## src/logic/wws_pkg.sv

```systemverilog
// Constants and types shared by the windowed watchdog reset supervisor
// Contract
// - At power-up reset is held low, and after the monitor input rises it stays low for one more watchdog period.
// - Reset goes low whenever the monitor input falls below threshold, with dips under about 5 us filtered out.
// - All intervals come from one timebase, and the watchdog reset pulse is one fortieth of the period.
// - A closed window starts right after each timer restart and lasts the period minus 20 percent of it.
// - The open window follows the closed one, lasts twice the 20 percent fraction and ends at period plus fraction.
// - With a 100 ms period a service is accepted only from 80 ms to 120 ms after the last restart.
// - A clear pulse in the open window restarts the timer without asserting reset.
// - A clear pulse in the closed window asserts reset and starts a new timeout sequence.
// - Without service, reset pulses low for one pulse width after each closed plus open window, repeatedly.
// - Clear pulses are ignored until the power-on delay has finished.
package wws_pkg;

  // ----------------------------------------------------------------------
  // Timebase
  // ----------------------------------------------------------------------
  localparam int CLK_PERIOD_NS      = 25;
  localparam int CLK_HZ             = 40_000_000;
  localparam int WATCHDOG_PERIOD_MS = 100;
  localparam int UNITS_PER_PERIOD   = 40;
  localparam int OPEN_FRACTION_PCT  = 20;
  // One pulse unit = period / 40 = 2.5 ms
  localparam int UNIT_CYC = (CLK_HZ / 1000) * WATCHDOG_PERIOD_MS
                            / UNITS_PER_PERIOD;
  localparam int PRE_W    = 17;

  // ----------------------------------------------------------------------
  // Window lengths in pulse units
  // ----------------------------------------------------------------------
  localparam int UNIT_W = 6;
  localparam logic [UNIT_W-1:0] POR_UNITS   = 6'(UNITS_PER_PERIOD);
  localparam logic [UNIT_W-1:0] CLOSED_UNITS =
    6'(UNITS_PER_PERIOD - UNITS_PER_PERIOD * OPEN_FRACTION_PCT / 100);
  localparam logic [UNIT_W-1:0] OPEN_UNITS =
    6'(2 * UNITS_PER_PERIOD * OPEN_FRACTION_PCT / 100);
  localparam logic [UNIT_W-1:0] PULSE_UNITS = 6'h01;

  // ----------------------------------------------------------------------
  // Monitor input filter
  // ----------------------------------------------------------------------
  localparam int FILT_NS  = 5000;
  localparam int FILT_W   = 8;
  localparam logic [FILT_W-1:0] FILT_CYC = 8'(FILT_NS / CLK_PERIOD_NS);

  typedef enum logic [1:0] {
    WWS_POR,
    WWS_CLOSED,
    WWS_OPEN,
    WWS_PULSE
  } wws_state_t;

endpackage

```

## src/logic/wws_vin_filter.sv

```systemverilog
// Glitch filter on the monitor comparator output
`timescale 1ns/100ps
module wws_vin_filter
  import wws_pkg::*;
(
  input  wire logic clk_i,     // 40 MHz clock
  input  wire logic arst_n_i,  // Async reset, active low
  input  wire logic ce_i,      // Clock enable
  input  wire logic above_i,   // Comparator: input above threshold
  output logic      ok_o       // Filtered level
);

  typedef struct packed {
    logic [FILT_W-1:0] cnt;
    logic              ok;
  } wws_filt_t;

  wws_filt_t r;
  wws_filt_t next_r;

  // Only a drop is filtered; a rise passes at once since the power-on
  // delay that follows already rejects chatter.
  always_comb
  begin
    next_r = r;
    if (above_i)
    begin
      next_r.cnt = '0;
      next_r.ok  = 1'b1;
    end
    else if (r.cnt >= FILT_CYC - 8'h01)
    begin
      next_r.ok = 1'b0;
    end
    else
    begin
      next_r.cnt = r.cnt + 8'h01;
    end
  end

  always_ff @(posedge clk_i or negedge arst_n_i)
  begin
    if (!arst_n_i)
    begin
      r <= '{cnt: 8'h00, ok: 1'b0};
    end
    else if (ce_i)
    begin
      r <= next_r;
    end
  end

  assign ok_o = r.ok;

endmodule // wws_vin_filter

```

## src/logic/wws_supervisor.sv

```systemverilog
// Windowed watchdog and voltage supervisor driving the system reset
`timescale 1ns/100ps
module wws_supervisor
  import wws_pkg::*;
#(
  parameter int UNIT_CYC_P = wws_pkg::UNIT_CYC  // Cycles per pulse unit
)
(
  input  wire logic clk_i,          // 40 MHz clock
  input  wire logic arst_n_i,       // Async reset, active low
  input  wire logic ce_i,           // Clock enable, freezes state low
  input  wire logic vin_above_i,    // Comparator: monitor above threshold
  input  wire logic wd_clear_n_i,   // Watchdog clear, falling edge acts
  output logic      sys_reset_n_o,  // Open-drain data, always low
  output logic      sys_reset_oe_o  // High while reset is driven low
);

  import wws_pkg::*;

  // ----------------------------------------------------------------------
  // State
  // ----------------------------------------------------------------------
  typedef struct packed {
    wws_state_t        state;
    logic [PRE_W-1:0]  pre;
    logic [UNIT_W-1:0] units;
    logic              clr_q;
    logic              drive;
    logic              pin;
  } wws_regs_t;

  wws_regs_t r;
  wws_regs_t next_r;
  logic      vin_ok;
  logic      tick;
  logic      clr_edge;

  wws_vin_filter u_filt (
    .clk_i    (clk_i),
    .arst_n_i (arst_n_i),
    .ce_i     (ce_i),
    .above_i  (vin_above_i),
    .ok_o     (vin_ok)
  );

  // ----------------------------------------------------------------------
  // Timebase and edge detect
  // ----------------------------------------------------------------------
  // One prescaler feeds every sequencer interval so the ratios hold exactly; the monitor filter counts raw clock cycles
  assign tick     = (r.pre == PRE_W'(UNIT_CYC_P - 1));
  assign clr_edge = r.clr_q & ~wd_clear_n_i;

  function automatic logic done(input logic [UNIT_W-1:0] units,
                                input logic [UNIT_W-1:0] len,
                                input logic              tk);
    done = tk && (units == len - 6'h01);
  endfunction

  // ----------------------------------------------------------------------
  // Sequencer
  // ----------------------------------------------------------------------
  always_comb
  begin
    next_r       = r;
    next_r.clr_q = wd_clear_n_i;
    next_r.pre   = tick ? '0 : r.pre + 17'h00001;
    if (tick)
    begin
      next_r.units = r.units + 6'h01;
    end
    unique case (r.state)
      WWS_POR:
      begin
        // Clears are not examined here at all
        if (done(r.units, POR_UNITS, tick))
        begin
          next_r.state = WWS_CLOSED;
          next_r.units = '0;
        end
      end
      WWS_CLOSED:
      begin
        if (clr_edge)
        begin
          next_r.state = WWS_PULSE;
          next_r.units = '0;
          next_r.pre   = '0;
        end
        else if (done(r.units, CLOSED_UNITS, tick))
        begin
          next_r.state = WWS_OPEN;
          next_r.units = '0;
        end
      end
      WWS_OPEN:
      begin
        if (clr_edge)
        begin
          next_r.state = WWS_CLOSED;
          next_r.units = '0;
          next_r.pre   = '0;
        end
        else if (done(r.units, OPEN_UNITS, tick))
        begin
          next_r.state = WWS_PULSE;
          next_r.units = '0;
        end
      end
      WWS_PULSE:
      begin
        if (done(r.units, PULSE_UNITS, tick))
        begin
          next_r.state = WWS_CLOSED;
          next_r.units = '0;
        end
      end
    endcase
    // Monitor low overrides the timer and holds the delay at its start
    if (!vin_ok)
    begin
      next_r.state = WWS_POR;
      next_r.units = '0;
      next_r.pre   = '0;
    end
    next_r.drive = (next_r.state == WWS_POR) ||
                   (next_r.state == WWS_PULSE);
    next_r.pin   = 1'b0;
  end

  always_ff @(posedge clk_i or negedge arst_n_i)
  begin
    if (!arst_n_i)
    begin
      r <= '{state: WWS_POR, pre: 17'h00000, units: 6'h00,
             clr_q: 1'b1, drive: 1'b1, pin: 1'b0};
    end
    else if (ce_i)
    begin
      r <= next_r;
    end
  end

  // ----------------------------------------------------------------------
  // Pin
  // ----------------------------------------------------------------------
  // Data is a constant low held in a flop; only the enable toggles
  assign sys_reset_n_o  = r.pin;
  assign sys_reset_oe_o = r.drive;

endmodule // wws_supervisor

```

## config.mk

```make
export PLATFORM = sky130hd
export DESIGN_NAME = wws_supervisor
export DESIGN_NICKNAME = d
export VERILOG_FILES = /design/src/logic/wws_pkg.sv /design/src/logic/wws_vin_filter.sv /design/src/logic/wws_supervisor.sv
export SDC_FILE = /design/constraint.sdc
export NUM_CORES = 1
export LEC_CHECK = 0
export ABC_AREA = 1
export BUFFER_PORTS_ARGS = -buffer_cell sky130_fd_sc_hd__buf_2
export CORE_UTILIZATION = 40
export CTS_BUF_LIST = sky130_fd_sc_hd__clkbuf_16
export CTS_CLUSTER_DIAMETER = 60
export DETAILED_ROUTE_END_ITERATION = 16
export PLACE_DENSITY = 0.57
export SLEW_MARGIN = 20
export SYNTH_ARGS = -nofsm -noshare
export SYNTH_HDL_FRONTEND = slang
export SYNTH_SLANG_ARGS = --single-unit
```

## constraint.sdc

```tcl
create_clock -name clk_i -period 1.9 [get_ports clk_i]
set_input_delay 0.38 -clock clk_i [delete_from_list [all_inputs] [get_ports clk_i]]
set_output_delay 0.38 -clock clk_i [all_outputs]
set_load 0.02 [all_outputs]
```

## Yosys cells after proc, flatten, opt, wreduce, memory -nomap -nowiden

Cells that the tools add are included.

- Order comparisons: 1
- Bitwise operators: 2
- $add $sub $neg: 3
- Reduce and logical (&&, ||, !) cells: 12
- Eq/ne operators: 9
- Mux-type cells: 22

Operator list:

| kind | number |
|---|---|
| $mux 17 | 3 |
| $mux 6 | 7 |
| $mux 25 | 1 |
| $pmux 6 s4 | 1 |
| $add 17x1->17 const B | 1 |
| $eq 17x17->1 const B | 1 |
| $mux 2 | 6 |
| $mux 9 | 1 |
| $add 8x1->8 const B | 1 |
| $ge 8x8->1 const B | 1 |
| $mux 8 | 1 |
| $pmux 2 s4 | 1 |
| $add 6x1->6 const B | 1 |
| $eq 2x2->1 const B | 3 |
| $eq 6x4->1 const B | 1 |
| $eq 6x5->1 const B | 1 |
| $eq 6x6->1 const B | 1 |
| $logic_not 6->1 | 1 |
| $logic_and 1x1->1 | 4 |
| $logic_not 2->1 | 2 |
| $reduce_and 2->1 | 2 |
| $eq 2x1->1 const B | 1 |
| $ne 2x2->1 const B | 1 |
| $reduce_bool 2->1 | 1 |
| 5 further kinds | 5 |

- Word-level logic and storage cells: 56
- Flip-flop bits (word level): 36
- Output and inout bits: 2
- Input bits: 5

## Longest topological paths before layout

- Word-level depth: 8
- Depth in mapped cells: 15
- Gate-level depth less buffers: 15

## Hierarchy

A second synthesis with hierarchy kept.

- Cell total of the unflattened synthesis: 333
- Area total of the unflattened synthesis: 2,393.5 um2

Modules (own cells, without submodules):

| module | sequential area each (um2) | instances | cells an instance | area an instance (um2) |
|---|---|---|---|---|
| wws_supervisor | 678.2 | 1 | 261 | 1,859.3 |
| wws_vin_filter | 225.2 | 1 | 72 | 534.3 |

## Worst setup path after synthesis

Ideal clock, no wire load.

- Path type: register to register
- Start: register r[9] (netlist name)
- End: register r[4] (netlist name)
- Clock period less this slack: 1.630 ns
- Required time: 1.768 ns
- Setup time: 0.132 ns
- Arrival time: 1.498 ns
- Setup slack: 0.270 ns
- Buffers on the path: 0
- Stages on the path, launching flop included: 13
- Path through: dfrtp_1 > ha_1 > nand2_1 > inv_1 > nand2_1 > nor2_4 > nand2_4 > inv_4 > nand2_1 > o21ai_2 > nor2_1 > nand2_1 > o22ai_1

- Cells in the longest elaborated chain, start to end: 6
- Elaborated cells between the ends (all ways): 14
- Classes of those cells: eq/ne (1); mux (9); reduce/logical (4)

Ends and longest elaborated chain:

| what | line | text |
|---|---|---|
| from (decl) | wws_supervisor.sv:32 | `wws_regs_t r;` |
| from (signal assigned) | wws_supervisor.sv:134 | `r <= '{state: WWS_POR, pre: 17'h00000, units: 6'h00,` |
| from (signal assigned) | wws_supervisor.sv:139 | `r <= next_r;` |
| $eq 17x17->1 * | wws_supervisor.sv:50 | `assign tick = (r.pre == PRE_W'(UNIT_CYC_P - 1));` |
| $mux 6 / $logic_and 1x1->1 (equally long branches) | wws_supervisor.sv:67, wws_supervisor.sv:56 |  |
| $mux 6, on equally long branches | wws_supervisor.sv:103, wws_supervisor.sv:89 |  |
| $mux 6, on equally long branches | wws_supervisor.sv:97, wws_supervisor.sv:83 |  |
| $pmux 6 s4 * | wws_supervisor.sv:71 | `unique case (r.state)` |
| $mux 25 * | wws_supervisor.sv:119 | `if (!vin_ok)` |

Mark *: on every way between the ends. The rest lies on a longest branch, timed or not.
A chain may end at the register's enable or synchronous reset.

## Final worst setup path

- Start: register r[9] (netlist name)
- End: register r[25] (netlist name)

- Cells in the longest elaborated chain, start to end: 5
- Elaborated cells between the ends (all ways): 6
- Classes of those cells: add/sub (1); eq/ne (1); mux (4)

Ends and longest elaborated chain:

| what | line | text |
|---|---|---|
| $add 17x1->17 / $eq 17x17->1 (equally long branches) | wws_supervisor.sv:66, wws_supervisor.sv:50 |  |
| $mux 17 * | wws_supervisor.sv:66 | `next_r.pre = tick ? '0 : r.pre + 17'h00001;` |
| $mux 17 | wws_supervisor.sv:83, wws_supervisor.sv:97 |  |
| $mux 17 * | n/a |  |
| $mux 25 * | wws_supervisor.sv:119 |  |

Marks and branches as above.

==> results_dict.tcl <==
set metrics [dict create \
    hold_viol_final 0 \
    start_util 0.428 \
    die_y_microns 76.9 \
    routed_wl_microns 4710 \
    ys_seq_elements 36 \
    yosysTopAreaCellShare 0.379 \
    start_kind "flip-flop" \
    critical_path_class "flip-flop to flip-flop" \
    firstDrtPassIters 4 \
    power_leakage_nw 1.32 \
    num_rows 26 \
    syn_to_final_growth_pct 17.5 \
    antenna_cells 0 \
    peakVddDrop_mv 0.496 \
    synth_largest_area_cell "dfrtp_1" \
    finalCritPeriodShare 0.923 \
    ys_top_cells_by_area "dfrtp_1 (38%), nand2_1 (10%), inv_1 (6.7%), nor2_1 (5.7%), ha_1 (4.5%)" \
    grt_max_degree 37 \
    final_nets 333 \
    cts_tree "done" \
    h-tree-depth 2 \
    postSynthAreaPerCell_sq_um 7.55 \
    numCtsBuffers 5 \
    ys_seq_area_frac 0.403 \
    die_x_microns 76.9 \
    io_buffers 5 \
    gp_congestion 0.946 \
    antenna_found_initial 0 \
    cts-hold-fix-buffers 0 \
    drtIter0Drc 90 \
    r2r-start "r[9]" \
    seq_area_sq_um 903 \
    cp-end-kind "flip-flop" \
    status "finished clean" \
    clock_sinks 36 \
    grt_use_total 0.172 \
    powerDensity_nw_per_um2 880 \
    cpMostUsedCell "nand3_2" \
    min_period_ns 1.75 \
    p_total_w 0.00232 \
    crit_required_ns 2.07 \
    utilization 0.503 \
    grt_pass1_wl_microns 7990 \
    multiInputGateArea_sq_um 1160 \
    synthesis.nets 310 \
    slew_viol_final 0 \
    num_io_pins 7 \
    grt.overflow.total 0 \
    drive_gt1_frac 0.184 \
    fillers 501 \
    cp_cell_sequence "ha_4, nand3_1, nor2_2, nand3_2, nor3_4, nand3_2, nor3_1, nor3_2" \
    worstSkewPairLatency_ns 0.28 \
    synth_common_cells "nand2_1 (61), inv_1 (40), dfrtp_1 (34), nor2_1 (34), nand3_1 (20)" \
    vias_per_cell 4.86 \
    hpwl_microns 3470 \
    synth_cell_types 36 \
    clockBufferDepth 2 \
    cp_slowest_stage_delay_ns 0.40 \
    via_count 1901 \
    root_buffer "clkbuf_16" \
    cap_violations 0 \
    first_global_vias 1789 \
    yosysWarnings 0 \
    ant_nets 0 \
    ys_async_sr_fraction 1.00 \
    startpoint "r[9]" \
    synth_ff_type "dfrtp_1" \
    coreArea_sq_um 5240 \
    die-area_sq_um 5910 \
    syn_area_sq_um 2240 \
    rsz0062_at_grt "yes" \
    timing.fmax_ghz 0.570 \
    path_delay_family "simple AND/OR/NAND/NOR gates" \
    path_buf_inv 0 \
    finalSetupViolCount 0 \
    clkSlewWorstSetupHoldPaths_ns 0.06 \
    drc 0 \
    synth_edf_count 0 \
    yosysMostFrequentCell "nand2_1" \
    tns_ns 0 \
    arrival_ns 1.92 \
    hold_slack_ns 0.133 \
    critPathSlowestCell "dfrtp_1" \
    post_drt_wl_per_cell_microns 12.0 \
    skew_ns 0.00537 \
    critPathMaxFanout 4 \
    synthCells 297 \
    hold_class "input port to async pin" \
]
timing repair:
item	4_1_cts	5_1_grt
pin swaps	0	4
endpoints found under the setup margin	3	18
resized for setup	1	4
setup buffers	0	8
stage by stage:
step                      worst slack, ns  instances  cell area [sq um]
after floorplan                     0.270        297               2240
after global placement             0.0462        375               2380
after detailed placement         -0.00432        375               2380
after CTS                          0.0645        383               2560
after global routing              -0.0351        391               2640
final                               0.146        391               2640
logic make-up after synthesis:
group                    count (synthesis)  synth area share
adder cells (fa/ha/maj)                  8            0.0446
AO/OA/AOI/OAI                           44             0.110
buffers and inverters                   50            0.0865
XOR/XNOR                                 7            0.0273
flip-flops                              36             0.403
AND/OR/NAND/NOR                        151             0.327
other                                    1           0.00167
final cells by class:
cell class / count / area share
multi-input cells: 211 / 0.442
clock inverters: 3 / 0.0161
repair buffers: 19 / 0.0494
inverters: 47 / 0.0689
well taps: 70 / 0.0332
clock buffers: 5 / 0.0475
flip-flops and latches: 36 / 0.343
worst register-to-register path, cell delays in order, from the launching register on:
cell     delay [ns]
dfrtp_1        0.40
ha_4           0.16
nand3_1        0.11
nor2_2         0.18
nand3_2        0.15
nor3_4         0.23
nand3_2        0.14
nor3_1         0.19
nor3_2         0.07
per-layer routing:
layer  share of wire  global-route usage  up-vias
met2            0.46               0.283       25
met1            0.50               0.223      861
met4           0.013              0.0615        0
li1                -                   -     1008
met5               0                   0        -
met3           0.034              0.0345        7
state kept, by name, indices dropped and copies added (netlist names):
name / flops
r: 26
u_filt.r: 8
sys_reset_oe_o: 1
u_filt.ok_o: 1
worst paths after layout:
kind,to,slack (ns),cells after the start
hold / removal,r[24],0.13,2
hold reg to reg,sys_reset_oe_o,0.47,2
setup reg to reg,r[25],0.15,8
setup / recovery,r[25],0.15,8
max in group asynchronous,sys_reset_oe_o,1.42,2
min in group clk_i,r[2],0.32,3
power breakdown:
| group | internal, W | total (W) | switching, W |
|---|---|---|---|
| registers | 0.000867 | 0.000966 | 0.0000990 |
| logic | 0.000165 | 0.000408 | 0.000243 |
| clock network | 0.000616 | 0.000946 | 0.000330 |
cell usage in the layout, fill, tap and decap left out, drive strengths merged:
cell type,n
nand2,65
inv,47
nor2,44
dfrtp,34
nand3,22
buf,19
a21oi,18
o21ai,15
nor3,11
ha,8
nand4,6
xor2,6
o22ai,5
clkbuf,5
and3,2
dfstp,2
or2,1
a211oi,1
a221oi,1
a31oi,1
a2bb2oi,1
a22oi,1
xnor2,1
o21a,1
conb,1
bufinv,1
clkinv,1
clkinvlp,1
No activity file was read; power rests on OpenSTA's default activity.
